[src/logic/can_pkg.sv]
/*
 * Shared constants and carrier types for the CAN bit timing and message
 * object control block. Assumes an 8-bit special function register port.
 */
package can_pkg;

    localparam logic [7:0] ADDR_PAGE     = 8'hB1;
    localparam logic [7:0] ADDR_STATUS   = 8'hB2;
    localparam logic [7:0] ADDR_CTRL     = 8'hB3;
    localparam logic [7:0] ADDR_PRESCALE = 8'hB4;
    localparam logic [7:0] ADDR_BT2      = 8'hB5;
    localparam logic [7:0] ADDR_BT3      = 8'hB6;
    localparam logic [7:0] ADDR_DATA     = 8'hFA;

    localparam logic [3:0] LAST_OBJECT = 4'hE;

    localparam int PAGE_OBJ_LSB  = 4;
    localparam int PAGE_INDEX_AUTOINC_N_BIT = 3;
    localparam int CTRL_MODE_LSB = 6;
    localparam int CTRL_DLC_LSB  = 0;
    localparam int BT2_SJW_LSB   = 5;
    localparam int BT2_PRS_LSB   = 1;
    localparam int BT3_PH2_LSB   = 4;
    localparam int BT3_PH1_LSB   = 1;
    localparam int BT3_SMP_BIT   = 0;
    localparam int BRP_LSB       = 1;
    localparam int ST_LEN_WARN   = 7;
    localparam int ST_TX_DONE    = 6;
    localparam int ST_RX_DONE    = 5;

    localparam logic [7:0] BRP_MASK = 8'h7E;
    localparam logic [7:0] BT2_MASK = 8'h6E;
    localparam logic [7:0] BT3_MASK = 8'h7F;

    localparam logic [7:0] PAGE_RESET   = 8'h00;
    localparam logic [7:0] TIMING_RESET = 8'h00;
    localparam logic [7:0] CTRL_RESET   = 8'h00;
    localparam logic [7:0] STATUS_RESET = 8'h00;

    typedef enum logic [1:0] {
        MODE_DISABLED  = 2'b00,
        MODE_TX        = 2'b01,
        MODE_RX        = 2'b10,
        MODE_RX_BUFFER = 2'b11
    } object_mode_t;

    typedef enum logic [1:0] {SEG_SYNC, SEG_PROP, SEG_PH1, SEG_PH2} seg_state_t;

    typedef struct packed {
        logic       wr;
        logic       rd;
        logic [7:0] addr;
        logic [7:0] wdata;
    } sfr_req_t;

    typedef struct packed {
        logic       valid;
        logic [3:0] obj;
        logic [3:0] dlc;
    } rx_event_t;

    typedef struct packed {
        logic       valid;
        logic [3:0] obj;
    } tx_event_t;

    typedef struct packed {
        logic       valid;
        logic [3:0] obj;
        logic [4:0] flags;
    } err_event_t;

endpackage

[src/logic/can_timing_objects.sv]
/*
 * Bit timing engine and message object register page of the CAN controller.
 * Assumes a single 8-bit register port on sys_clk and frame logic that
 * reports received, transmitted and errored frames as one-cycle events.
 */
`timescale 1ns/1ps
`default_nettype none
// What this block does
// - Time quantum is clock divided by prescaler plus one.
// - Jump width field bits 6-5 gives quantum times value plus one.
// - Resynchronise on falling bus edges, lengthening or shortening bits within jump width.
// - Propagation field bits 3-1 gives quantum times value plus one.
// - Phase two field bits 6-4; may shrink by at most jump width.
// - Phase one field bits 3-1; may grow by at most jump width.
// - Sample type 0 samples once; 1 takes majority of three half-quantum samples.
// - Reserved timing bits are dropped on write and read zero; software writes them as zero.
// - Page bits 7-4 select object 0 to 14.
// - Page bit 3 low auto-increments the byte index after data access.
// - Page bits 2-0 select the data byte of the object.
// - Mode bits 7-6: disabled, transmit, receive, receive buffer.
// - Reply-valid bit 5 marks an automatic reply as ready.
// - Extension bit picks 11-bit or 29-bit identifier frames.
// - Received frames overwrite the four-bit data length field.
// - Received length differing from expected sets the length warning bit 7.
module can_timing_objects (
    input  wire logic                 sys_clk,
    input  wire logic                 srst,
    input  wire can_pkg::sfr_req_t    sfr_req,
    output logic [7:0]                sfr_rdata,
    input  wire logic                 controller_global_enable,
    input  wire logic                 can_rx_pin,
    input  wire can_pkg::rx_event_t   rx_event,
    input  wire can_pkg::tx_event_t   tx_event,
    input  wire can_pkg::err_event_t  err_event,
    output logic [14:0]               object_enable_status,
    output logic                      bit_start,
    output logic                      sample_point,
    output logic                      rx_bit
);
    typedef struct packed {
        logic [7:0]             page;
        logic [7:0]             prescale;
        logic [7:0]             bt2;
        logic [7:0]             bt3;
        logic [14:0][7:0]       ctrl;
        logic [14:0][7:0]       status;
        logic [14:0][7:0][7:0]  data;
        logic [14:0]            obj_en;
        logic [7:0]             rdata;
        logic [2:0]             rx_sync;
        logic                   rx_level;
        can_pkg::seg_state_t    seg;
        logic [3:0]             qcnt;
        logic [4:0]             pos;
        logic [3:0]             ph1_ext;
        logic [3:0]             ph2_len;
        logic                   resynced;
        logic                   bit_start;
        logic                   sample_pt;
    } ctl_t;

    ctl_t st_r;
    ctl_t st_nxt;

    logic tq_tick;
    logic half_tick;
    logic sample_now;
    logic rx_edge;

    function automatic logic obj_ok(input logic [3:0] obj);
        obj_ok = obj <= can_pkg::LAST_OBJECT;
    endfunction

    function automatic logic [3:0] plus_one3(input logic [2:0] v);
        plus_one3 = {1'b0, v} + 4'h1;
    endfunction

    logic [3:0] sel_obj;
    logic [2:0] sel_idx;
    logic [3:0] sjw_q;
    logic [3:0] prop_q;
    logic [3:0] ph1_q;
    logic [3:0] ph2_q;

    assign sel_obj = st_r.page[7:can_pkg::PAGE_OBJ_LSB];
    assign sel_idx = st_r.page[2:0];
    assign sjw_q = {2'b00, st_r.bt2[can_pkg::BT2_SJW_LSB +: 2]} + 4'h1;
    assign prop_q = plus_one3(st_r.bt2[can_pkg::BT2_PRS_LSB +: 3]);
    assign ph1_q = plus_one3(st_r.bt3[can_pkg::BT3_PH1_LSB +: 3]) + st_r.ph1_ext;
    assign ph2_q = plus_one3(st_r.bt3[can_pkg::BT3_PH2_LSB +: 3]);
    assign rx_edge = st_r.rx_level && (st_r.rx_sync[2] == st_r.rx_sync[1]) && !st_r.rx_sync[2];

    tq_divider u_div (
        .sys_clk        (sys_clk),
        .srst           (srst),
        .run            (controller_global_enable),
        .baud_prescaler (st_r.prescale[can_pkg::BRP_LSB +: 6]),
        .tq_tick        (tq_tick),
        .half_tick      (half_tick)
    );

    triple_sampler u_smp (
        .sys_clk   (sys_clk),
        .srst      (srst),
        .rx_level  (st_r.rx_level),
        .shift     (tq_tick | half_tick),
        .sample    (sample_now),
        .triple    (st_r.bt3[can_pkg::BT3_SMP_BIT]),
        .bit_value (rx_bit)
    );

    always_comb begin
        logic       resync;
        logic [3:0] rem;
        logic       data_acc;
        st_nxt = st_r;
        resync = 1'b0;
        rem = 4'h0;
        data_acc = 1'b0;
        sample_now = 1'b0;
        st_nxt.bit_start = 1'b0;
        st_nxt.sample_pt = 1'b0;

        // Bus input: three stages, a change counts once the last two agree.
        st_nxt.rx_sync = {st_r.rx_sync[1:0], can_rx_pin};
        if (st_r.rx_sync[2] == st_r.rx_sync[1]) begin
            st_nxt.rx_level = st_r.rx_sync[2];
        end

        // A resync is applied on top of a quantum tick in the same cycle. Deferring it
        // would stall the bit engine outright when every cycle is a tick.
        resync = rx_edge && !st_r.resynced;
        if (!controller_global_enable) begin
            st_nxt.seg = can_pkg::SEG_SYNC;
            st_nxt.qcnt = 4'h0;
            st_nxt.pos = 5'h00;
            st_nxt.ph1_ext = 4'h0;
            st_nxt.ph2_len = ph2_q;
            st_nxt.resynced = 1'b0;
        end else if (tq_tick) begin
            st_nxt.qcnt = st_r.qcnt + 4'h1;
            case (st_r.seg)
                can_pkg::SEG_SYNC: begin
                    st_nxt.seg = can_pkg::SEG_PROP;
                    st_nxt.qcnt = 4'h0;
                    st_nxt.pos = 5'h01;
                    st_nxt.ph1_ext = 4'h0;
                    st_nxt.ph2_len = ph2_q;
                    st_nxt.resynced = 1'b0;
                    st_nxt.bit_start = 1'b1;
                end
                can_pkg::SEG_PROP: begin
                    st_nxt.pos = st_r.pos + 5'h01;
                    if (st_r.qcnt == prop_q - 4'h1) begin
                        st_nxt.seg = can_pkg::SEG_PH1;
                        st_nxt.qcnt = 4'h0;
                    end
                end
                can_pkg::SEG_PH1: begin
                    st_nxt.pos = st_r.pos + 5'h01;
                    if (st_r.qcnt == ph1_q - 4'h1) begin
                        sample_now = 1'b1;
                        st_nxt.sample_pt = 1'b1;
                        st_nxt.seg = can_pkg::SEG_PH2;
                        st_nxt.qcnt = 4'h0;
                    end
                end
                can_pkg::SEG_PH2: begin
                    if (st_r.qcnt == st_r.ph2_len - 4'h1) begin
                        st_nxt.seg = can_pkg::SEG_SYNC;
                        st_nxt.qcnt = 4'h0;
                    end
                end
                default: begin
                    st_nxt.seg = can_pkg::SEG_SYNC;
                end
            endcase
        end

        // The remaining count is taken after this cycle's tick, so a shortened phase two
        // always stays at least one quantum ahead of the counter.
        if (controller_global_enable && resync) begin
            st_nxt.resynced = 1'b1;
            case (st_r.seg)
                can_pkg::SEG_PROP, can_pkg::SEG_PH1: begin
                    st_nxt.ph1_ext = ({1'b0, sjw_q} < st_r.pos) ? sjw_q : st_r.pos[3:0];
                end
                can_pkg::SEG_PH2: begin
                    rem = st_r.ph2_len - st_nxt.qcnt;
                    if (rem <= sjw_q) begin
                        st_nxt.seg = can_pkg::SEG_SYNC;
                        st_nxt.qcnt = 4'h0;
                    end else begin
                        st_nxt.ph2_len = st_r.ph2_len - sjw_q;
                    end
                end
                default: begin
                end
            endcase
        end

        // Register writes. Reserved timing bits are dropped, so they read zero.
        if (sfr_req.wr) begin
            case (sfr_req.addr)
                can_pkg::ADDR_PAGE: st_nxt.page = sfr_req.wdata;
                can_pkg::ADDR_PRESCALE: st_nxt.prescale = sfr_req.wdata & can_pkg::BRP_MASK;
                can_pkg::ADDR_BT2: st_nxt.bt2 = sfr_req.wdata & can_pkg::BT2_MASK;
                can_pkg::ADDR_BT3: st_nxt.bt3 = sfr_req.wdata & can_pkg::BT3_MASK;
                can_pkg::ADDR_STATUS: begin
                    if (obj_ok(sel_obj)) begin
                        st_nxt.status[sel_obj] = sfr_req.wdata;
                    end
                end
                can_pkg::ADDR_CTRL: begin
                    if (obj_ok(sel_obj)) begin
                        // Mode, reply-valid and extension bits are stored for frame logic.
                        st_nxt.ctrl[sel_obj] = sfr_req.wdata;
                        st_nxt.obj_en[sel_obj] =
                            sfr_req.wdata[can_pkg::CTRL_MODE_LSB +: 2] != can_pkg::MODE_DISABLED;
                    end
                end
                can_pkg::ADDR_DATA: begin
                    data_acc = 1'b1;
                    if (obj_ok(sel_obj)) begin
                        st_nxt.data[sel_obj][sel_idx] = sfr_req.wdata;
                    end
                end
                default: begin
                end
            endcase
        end

        if (sfr_req.rd) begin
            st_nxt.rdata = 8'h00;
            case (sfr_req.addr)
                can_pkg::ADDR_PAGE: st_nxt.rdata = st_r.page;
                can_pkg::ADDR_PRESCALE: st_nxt.rdata = st_r.prescale;
                can_pkg::ADDR_BT2: st_nxt.rdata = st_r.bt2;
                can_pkg::ADDR_BT3: st_nxt.rdata = st_r.bt3;
                can_pkg::ADDR_STATUS: begin
                    if (obj_ok(sel_obj)) begin
                        st_nxt.rdata = st_r.status[sel_obj];
                    end
                end
                can_pkg::ADDR_CTRL: begin
                    if (obj_ok(sel_obj)) begin
                        st_nxt.rdata = st_r.ctrl[sel_obj];
                    end
                end
                can_pkg::ADDR_DATA: begin
                    data_acc = 1'b1;
                    if (obj_ok(sel_obj)) begin
                        st_nxt.rdata = st_r.data[sel_obj][sel_idx];
                    end
                end
                default: begin
                end
            endcase
        end

        if (data_acc && !st_r.page[can_pkg::PAGE_INDEX_AUTOINC_N_BIT]) begin
            st_nxt.page[2:0] = sel_idx + 3'h1;
        end

        // Frame events come after software so hardware sets win over clears.
        if (rx_event.valid && obj_ok(rx_event.obj)) begin
            st_nxt.ctrl[rx_event.obj][can_pkg::CTRL_DLC_LSB +: 4] = rx_event.dlc;
            st_nxt.status[rx_event.obj][can_pkg::ST_RX_DONE] = 1'b1;
            st_nxt.obj_en[rx_event.obj] = 1'b0;
            if (rx_event.dlc != st_r.ctrl[rx_event.obj][can_pkg::CTRL_DLC_LSB +: 4]) begin
                st_nxt.status[rx_event.obj][can_pkg::ST_LEN_WARN] = 1'b1;
            end
        end
        if (tx_event.valid && obj_ok(tx_event.obj)) begin
            st_nxt.status[tx_event.obj][can_pkg::ST_TX_DONE] = 1'b1;
            st_nxt.obj_en[tx_event.obj] = 1'b0;
        end
        if (err_event.valid && obj_ok(err_event.obj)) begin
            st_nxt.status[err_event.obj][4:0] =
                st_nxt.status[err_event.obj][4:0] | err_event.flags;
        end
    end

    always_ff @(posedge sys_clk) begin
        if (srst) begin
            st_r <= '0;
            st_r.page <= can_pkg::PAGE_RESET;
            st_r.prescale <= can_pkg::TIMING_RESET;
            st_r.bt2 <= can_pkg::TIMING_RESET;
            st_r.bt3 <= can_pkg::TIMING_RESET;
            st_r.ctrl <= {15{can_pkg::CTRL_RESET}};
            st_r.status <= {15{can_pkg::STATUS_RESET}};
            st_r.rx_sync <= 3'b111;
            st_r.rx_level <= 1'b1;
            st_r.ph2_len <= 4'h1;
        end else begin
            st_r <= st_nxt;
        end
    end

    assign sfr_rdata = st_r.rdata;
    assign object_enable_status = st_r.obj_en;
    assign bit_start = st_r.bit_start;
    assign sample_point = st_r.sample_pt;

    a_idx_autoinc: assert property (@(posedge sys_clk) disable iff (srst)
        sfr_req.wr && sfr_req.addr == can_pkg::ADDR_DATA && !st_r.page[3]
        |=> st_r.page[2:0] == $past(st_r.page[2:0]) + 3'h1)
        else $error("Byte index did not advance after data access.");
    a_idx_hold: assert property (@(posedge sys_clk) disable iff (srst)
        sfr_req.rd && !sfr_req.wr && sfr_req.addr == can_pkg::ADDR_DATA && st_r.page[3]
        |=> st_r.page == $past(st_r.page))
        else $error("Byte index moved with auto-increment off.");
    a_rx_dlc_load: assert property (@(posedge sys_clk) disable iff (srst)
        rx_event.valid && rx_event.obj <= 4'hE
        |=> st_r.ctrl[$past(rx_event.obj)][3:0] == $past(rx_event.dlc))
        else $error("Received length not stored.");
    a_len_warn: assert property (@(posedge sys_clk) disable iff (srst)
        rx_event.valid && rx_event.obj <= 4'hE
        && rx_event.dlc != st_r.ctrl[rx_event.obj][3:0]
        |=> st_r.status[$past(rx_event.obj)][7])
        else $error("Length warning not raised.");
    a_mode_enable: assert property (@(posedge sys_clk) disable iff (srst)
        sfr_req.wr && sfr_req.addr == can_pkg::ADDR_CTRL && sel_obj <= 4'hE
        && sfr_req.wdata[7:6] != 2'b00 && !rx_event.valid && !tx_event.valid
        |=> st_r.obj_en[$past(sel_obj)])
        else $error("Object enable not set by mode write.");
    a_ext_bound: assert property (@(posedge sys_clk) disable iff (srst)
        st_r.ph1_ext <= sjw_q)
        else $error("Phase one lengthened beyond jump width.");
    a_sample_end_ph1: assert property (@(posedge sys_clk) disable iff (srst)
        sample_point |-> $past(st_r.seg) == can_pkg::SEG_PH1 && st_r.seg == can_pkg::SEG_PH2)
        else $error("Sample point outside the end of phase one.");
    a_prop_length: assert property (@(posedge sys_clk) disable iff (srst)
        st_r.seg == can_pkg::SEG_PROP |-> st_r.qcnt < prop_q)
        else $error("Propagation segment overran its length.");
endmodule
`default_nettype wire

[src/logic/tq_divider.sv]
/*
 * Time quantum divider: one-cycle tick every prescaler plus one clocks and
 * a half tick midway. Assumes the prescaler is stable while run is high.
 */
`timescale 1ns/1ps
`default_nettype none
module tq_divider (
    input  wire logic       sys_clk,
    input  wire logic       srst,
    input  wire logic       run,
    input  wire logic [5:0] baud_prescaler,
    output logic            tq_tick,
    output logic            half_tick
);
    typedef struct packed {
        logic [5:0] cnt;
        logic       tq;
        logic       half;
    } div_t;

    div_t st_r;
    div_t st_nxt;
    logic [6:0] gap_r;

    always_comb begin
        st_nxt = st_r;
        st_nxt.tq = 1'b0;
        st_nxt.half = 1'b0;
        if (!run) begin
            st_nxt.cnt = 6'h00;
        end else if (st_r.cnt == baud_prescaler) begin
            st_nxt.cnt = 6'h00;
            st_nxt.tq = 1'b1;
        end else begin
            st_nxt.cnt = st_r.cnt + 6'h01;
        end
        // An even split is impossible for odd divisors; the half tick lands late, and a divisor of one gives none.
        if (run && baud_prescaler != 6'h00 && st_r.cnt == (baud_prescaler >> 1)) begin
            st_nxt.half = 1'b1;
        end
    end

    always_ff @(posedge sys_clk) begin
        if (srst) begin
            st_r <= '0;
            gap_r <= 7'h00;
        end else begin
            st_r <= st_nxt;
            gap_r <= (st_r.tq || !run) ? 7'h00 : gap_r + 7'h01;
        end
    end

    assign tq_tick = st_r.tq;
    assign half_tick = st_r.half;

    a_tq_period: assert property (@(posedge sys_clk) disable iff (srst)
        run && $past(run, 70) && $stable(baud_prescaler) && tq_tick && $past(tq_tick, 70)
        |-> gap_r == {1'b0, baud_prescaler})
        else $error("Quantum period differs from prescaler plus one.");
endmodule
`default_nettype wire

[src/logic/triple_sampler.sv]
/*
 * Bus sampler: single sample, or majority of three samples half a quantum
 * apart. Assumes rx_level is already synchronised to sys_clk.
 */
`timescale 1ns/1ps
`default_nettype none
module triple_sampler (
    input  wire logic sys_clk,
    input  wire logic srst,
    input  wire logic rx_level,
    input  wire logic shift,
    input  wire logic sample,
    input  wire logic triple,
    output logic      bit_value
);
    typedef struct packed {
        logic [1:0] hist;
        logic       bit_v;
    } smp_t;

    smp_t st_r;
    smp_t st_nxt;

    function automatic logic majority(input logic a, input logic b, input logic c);
        majority = (a & b) | (a & c) | (b & c);
    endfunction

    always_comb begin
        st_nxt = st_r;
        if (shift) begin
            st_nxt.hist = {st_r.hist[0], rx_level};
        end
        if (sample) begin
            st_nxt.bit_v = triple ? majority(st_r.hist[1], st_r.hist[0], rx_level)
                                  : rx_level;
        end
    end

    always_ff @(posedge sys_clk) begin
        if (srst) begin
            st_r <= 3'b111;
        end else begin
            st_r <= st_nxt;
        end
    end

    assign bit_value = st_r.bit_v;

    a_single_sample: assert property (@(posedge sys_clk) disable iff (srst)
        sample && !triple |=> bit_value == $past(rx_level))
        else $error("Single sample does not follow the bus level.");
    a_triple_vote: assert property (@(posedge sys_clk) disable iff (srst)
        sample && triple |=> bit_value == majority($past(st_r.hist[1]),
                                                   $past(st_r.hist[0]), $past(rx_level)))
        else $error("Triple sample does not take the majority.");
endmodule
`default_nettype wire

[config.mk]
export PLATFORM = sky130hd
export DESIGN_NAME = can_timing_objects
export DESIGN_NICKNAME = d
export VERILOG_FILES = /design/src/logic/can_pkg.sv /design/src/logic/can_timing_objects.sv /design/src/logic/tq_divider.sv /design/src/logic/triple_sampler.sv
export SDC_FILE = /design/constraint.sdc
export NUM_CORES = 2
export LEC_CHECK = 0
export BUFFER_PORTS_ARGS = -buffer_cell sky130_fd_sc_hd__clkbuf_2
export CAP_MARGIN = 20
export CORE_MARGIN = 10
export CORE_UTILIZATION = 60
export DETAILED_ROUTE_END_ITERATION = 8
export PLACE_DENSITY = 0.8
export SYNTH_ARGS = -nofsm -noshare
export SYNTH_HDL_FRONTEND = slang
export SYNTH_SLANG_ARGS = --single-unit
export TNS_END_PERCENT = 1
[constraint.sdc]
create_clock -name sys_clk -period 7.65 [get_ports sys_clk]
set_input_delay 1.53 -clock sys_clk [delete_from_list [all_inputs] [get_ports sys_clk]]
set_output_delay 1.53 -clock sys_clk [all_outputs]
set_load 0.01 [all_outputs]
* Yosys cells after proc, flatten, opt, wreduce, memory -nomap -nowiden
Cells that the tools add are included.
** Word-level totals
- Register bits :: 1286
- Output and inout port bits :: 26
** Cells by class
- Eq/ne operators :: 19
- Bitwise operators :: 16
- Magnitude comparators :: 16
- Multiplexer cells :: 91
- Add/sub/neg operators :: 14
- Reductions and logical operators :: 36
** Operator list (number)
- $mux 960 :: 2
- $mux 1242 :: 1
- $bwmux 960 :: 1
- $mux 120 :: 7
- $bwmux 120 :: 4
- $or 120x120->120 :: 3
- $bmux 64 s4 :: 1
- $demux 64 s4 :: 1
- $mux 240 :: 1
- $demux 8 s4 :: 6
- $bmux 8 s4 :: 4
- $mux 64 :: 2
- $mux 8 :: 9
- $mux 15 :: 4
- $eq 8x8->1 const B :: 7
- $pmux 8 s7 :: 1
- $mux 6 :: 7
- $and 15x15->15 :: 2
- $not 15->15 :: 2
- $mux 7 :: 4
- $bmux 8 s3 :: 1
- $demux 8 s3 :: 1
- $mux 4 :: 6
- $pmux 6 s4 :: 1
- other kinds (48) :: 114

* Logic depth before layout (Yosys ltp)
- Word-level depth :: 21
- Mapped depth :: 22
- Mapped depth without buffers :: 22

* Hierarchy
Synthesis repeated with hierarchy kept, for this count alone.
** Second synthesis, totals
- Cell total of the unflattened synthesis :: 7169
- Area total of the unflattened synthesis :: 61089.8 µm²
** Modules (own cells, without submodules)
- can_timing_objects :: sequential area each 25524.5 µm², times used 1, area an instance 60468.0 µm², cells each 7106
- tq_divider :: sequential area each 160.2 µm², times used 1, area an instance 493.0 µm², cells each 50
- triple_sampler :: sequential area each 60.1 µm², times used 1, area an instance 128.9 µm², cells each 13

* Worst setup path after synthesis
No wires, ideal clock.
- Path kind :: reg-to-reg
- Start :: register st_r[7] (netlist bit)
- End :: register st_r[6] (netlist bit)
- Period minus slack after synthesis :: 4467 ps
- Stages on the path, launching flop included :: 23
- Library setup time :: 129 ps
- Arrival :: 4338 ps
- Data required time :: 7521 ps
- Setup slack :: 3183 ps
- Path through :: dfxtp_1 > ha_1 > fa_1 > xnor2_1 > nand3_1 > nor3b_1 > o21a_1 > nor2_1 > nor2b_1 > mux2i_1 > nor2b_1 > ha_1 > inv_1 > fa_1 > ha_1 > nor2b_1 > o21a_1 > o21ai_0 > nor3b_1 > mux2i_1 > nand2_1 > mux2i_1 > o211ai_1
** On the way
- Cells in the longest elaborated chain, start to end :: 12
** RTL lines
- start, declared :: line can_timing_objects.sv:62 : ctl_t st_r;
- start signal, assigned :: line can_timing_objects.sv:297 : st_r <= st_nxt;
- $add 4x4->4 :: line can_timing_objects.sv:89 : assign ph1_q = plus_one3(st_r.bt3[can_pkg::BT3_PH1_LSB +: 3]) + st_r.ph1_ext;
- $sub 4x1->4 :: line can_timing_objects.sv:161 : if (st_r.qcnt == ph1_q - 4'h1) begin
- $eq 4x4->1 :: line can_timing_objects.sv:161
- $mux 6 :: line can_timing_objects.sv:161
- $pmux 6 s4 :: line can_timing_objects.sv:142 : case (st_r.seg)
- $mux 22 :: line can_timing_objects.sv:140 : end else if (tq_tick) begin
- $mux 20 :: line can_timing_objects.sv:133 : if (!controller_global_enable) begin
- $sub 4x4->4 :: line can_timing_objects.sv:189 : rem = st_r.ph2_len - st_nxt.qcnt;
- $le 4x3->1 :: line can_timing_objects.sv:190 : if (rem <= sjw_q) begin
- $mux 4 :: line can_timing_objects.sv:190
- $mux 4 :: line can_timing_objects.sv:184 : case (st_r.seg)
- $mux 9 :: line can_timing_objects.sv:182 : if (controller_global_enable && resync) begin
Every way passes these cells. The select of a mux whose other input is x is not followed.
A chain may end at the register's enable or synchronous reset.

* Final worst setup path
- Start :: register st_r[1250] (netlist bit)
- End :: register st_r[6] (netlist bit)
** On the way
- Cells in the longest elaborated chain, start to end :: 13
** RTL lines
- $add 3x1->4 :: line can_timing_objects.sv:75 : plus_one3 = {1'b0, v} + 4'h1;
- $add 4x4->4 :: line can_timing_objects.sv:89
- $sub 4x1->4 :: line can_timing_objects.sv:161
- $eq 4x4->1 :: line can_timing_objects.sv:161
- $mux 6 :: line can_timing_objects.sv:161
- $pmux 6 s4 :: line can_timing_objects.sv:142
- $mux 22 :: line can_timing_objects.sv:140
- $mux 20 :: line can_timing_objects.sv:133
- $sub 4x4->4 :: line can_timing_objects.sv:189
- $le 4x3->1 :: line can_timing_objects.sv:190
- $mux 4 :: line can_timing_objects.sv:190
- $mux 4 :: line can_timing_objects.sv:184
- $mux 9 :: line can_timing_objects.sv:182
Every way passes these cells. The select of a mux whose other input is x is not followed.

==> impl_metrics.json <==
{
  "outcome": "complete, but fails checks",
  "violations": "design-rule violations",
  "dp.cells": 8026,
  "coreArea_um2": 100600,
  "antenna_found_initial": 6,
  "p_int_mw": 10.73,
  "relSlewSlack_pct": 14.79,
  "io_pins": 72,
  "hold_buffers": 0,
  "cts_resized": 0,
  "clkPwrFrac_pct": 48.1,
  "synth-edff-count": 0,
  "ys_ff_latch": 1286,
  "fmax_ghz": 0.1941,
  "period_share_pct": 67.33,
  "ys_types": 85,
  "ys_seq_area_share_pct": 42.15,
  "avgSynthCellArea_um2": 8.465,
  "synth_top_area_share_pct": 42.15,
  "grt_max_degree": 239,
  "max_stage_delay_ns": 0.50,
  "cp.arrival_ns": 5.78,
  "die_h_um": 339.0,
  "power_frac_seq_pct": 48.4,
  "synthArstFlopShare_pct": 0,
  "final_cell_mix": "nand2_1 (1391), dfxtp_1 (1281), a21oi_1 (1159), nand3_1 (1040), mux4_2 (299)",
  "p_comb_share_pct": 3.5,
  "crit_required_ns": 8.28,
  "maxCapViolations": 0,
  "rows": 116,
  "path_max_fanout": 7,
  "cts_tree": "built",
  "leakagePower_nw": 20.32,
  "portBuffers": 71,
  "h-tree-depth": 4,
  "netlist_area_um2": 61070,
  "die_w_um": 339.0,
  "drt_iter0_markers": 9281,
  "drive_gt1_share_pct": 11.24,
  "numClockSinks": 1286,
  "finClkSkew_ns": 0.02455,
  "synth_area_leaders": "dfxtp_1 (42%), mux4_2 (11%), a21oi_1 (9.5%)",
  "crit_chain": "ha_1, fa_1, xnor2_1, nand3_1, nor3b_1, o21a_1, nor2_1, nor2b_1, mux2i_1, nor2b_1, ha_1, inv_1, fa_1, ha_1, nor2b_1, o21a_1, o21ai_0, nor3b_1, mux2i_1, nand2_1, mux2i_1, o211ai_1",
  "drc": 2,
  "cts_setup_buffers": 0,
  "antenna_left": 0,
  "fp.dieArea_um2": 115000,
  "switching_power_mw": 3.203,
  "final.setup.tns_ns": 0,
  "routed_via_density": 6.825,
  "rsz0062_at_grt": "no",
  "power-per-cell-area_nw_per_um2": 211.7,
  "clockBufferDepth": 3,
  "first_global_vias": 53060,
  "wl_mm": 196.3,
  "crit_path_top_delay_cell": "fa_1",
  "crit_type": "flip-flop to flip-flop",
  "fin_cells": 8272,
  "worstSkewPairLatency_ns": 0.75,
  "final_nets": 6882,
  "clk_pin_slew_ns": 0.06,
  "floorplan.initialDensity_pct": 60.72,
  "ir_worst_vdd_mv": 0.2412,
  "cp-end-kind": "flip-flop",
  "antenna_cells": 0,
  "place.detailed.hpwl_mm": 115.3,
  "num_vias": 56460,
  "ys.flop_type": "dfxtp_1",
  "grt_pass1_wl_mm": 302.0,
  "drt-pass1-iter-count": 9,
  "final_common_cell": "nand2_1",
  "hold_path_class": "flip-flop to flip-flop",
  "syn_inst": 7215,
  "cts_buffers": 136,
  "grt-ovfl-total": 0,
  "wire_per_inst_um": 23.73,
  "worst_pin_slew_ns": 1.278,
  "cts_root_buffer": "clkbuf_16",
  "post-route-min-period_ns": 5.151,
  "syn_nets": 7289,
  "gp_congestion": 0.9838,
  "finalHoldViolations": 0,
  "setup_viol": 0,
  "area_growth_pct": 7.715,
  "ys_warn_count": 0,
  "switching_share_pct": 23.00,
  "grt_usage_pct": 32.26,
  "yosys.area.top_type": "dfxtp_1",
  "critPathLaunchType": "flip-flop",
  "r2r_slack_ns": 2.50,
  "maxSlewViolCount": 0
}
## cells in the mapped netlist, drive strengths merged (22+ instances only)
library cell	instances
a21oi	1160
a22oi	22
nand3	1041
ha	25
nor2	325
mux2	24
o211ai	34
dfxtp	1286
clkbuf	564
o21ai	121
nand2	1399
nor3	39
mux2i	218
mux4	299
buf	158
a222oi	25
inv	26
nor2b	31
a211oi	135
## power groups by stage
| stage | clock network [mW] | registers (mW) | logic (mW) |
|---|---|---|---|
| floorplan | 0 | 6.88 | 0.323 |
| global placement | 0 | 6.88 | 0.459 |
| detailed placement | 0 | 6.88 | 0.462 |
| CTS | 6.70 | 6.74 | 0.464 |
| global route | 6.98 | 6.74 | 0.504 |
| finish | 6.70 | 6.74 | 0.489 |
## metrics by stage
stage / total power [mW] / hold slack, ns / util, % / cell area (um2) / worst slack, ns
global placement: 7.342 / 0.3976 / 60.90 / 61250 / 2.277
finish: 13.93 / 0.4080 / 65.41 / 65790 / 2.499
CTS: 13.90 / 0.4058 / 65.40 / 65780 / 2.566
global route: 14.22 / 0.4247 / 65.41 / 65790 / 2.117
floorplan: 7.201 / 0.3895 / - / 61070 / 3.183
detailed placement: 7.346 / 0.3991 / 60.93 / 61280 / 2.217
## cells by family (layout without fill, tap and decap cells)
group / count (synthesis) / in the layout / synth area share [%]
and+or+nand+nor: 2932 / 2932 / 21.07
AOI/OAI and AO/OA: 1640 / 1640 / 15.18
DFF: 1286 / 1286 / 42.15
buffers and inverters: 749 / 449 / 5.347
muxes: 541 / 541 / 15.04
xor gates and xnor gates: 39 / 39 / 0.6043
adders and majority gates: 28 / 28 / 0.6105
## final cells by class
cell class,instances,area [um2]
fillers,7934,34790
multi-input cells,5180,32250
inverters,27,101.3
well taps,1357,1698
clock buffers,212,4114
clock inverters,33,385.4
flip-flops and latches,1286,25760
repair buffers,177,1478
## metal layers
metal,vias up,global-route usage (%),part of all wire (%)
met5,-,0,0.059
met4,12,16.16,4.9
met3,713,7.505,13
met2,3947,49.24,45
met1,26970,42.63,37
li1,24820,-,-
## final timing paths
kind	end	cells past startpoint	startpoint
worst min register to register	st_nxt[25]	1	st_nxt[24]
worst max-delay path	st_r[6]	22	st_r[1250]
worst min-delay path	st_nxt[25]	1	st_nxt[24]
worst max register to register	st_r[6]	22	st_r[1250]
## critical path, delay by kind of cell, from the launching register on
kind            cells  cell delay, ns
buf+inv             1            0.08
compound gates      4            0.87
mux                 3            0.55
simple gates        8            1.41
xor+xnor            1            0.11
flops               1            0.33
fa+ha+maj           5            1.67
No activity file was read; power rests on OpenSTA's default activity.
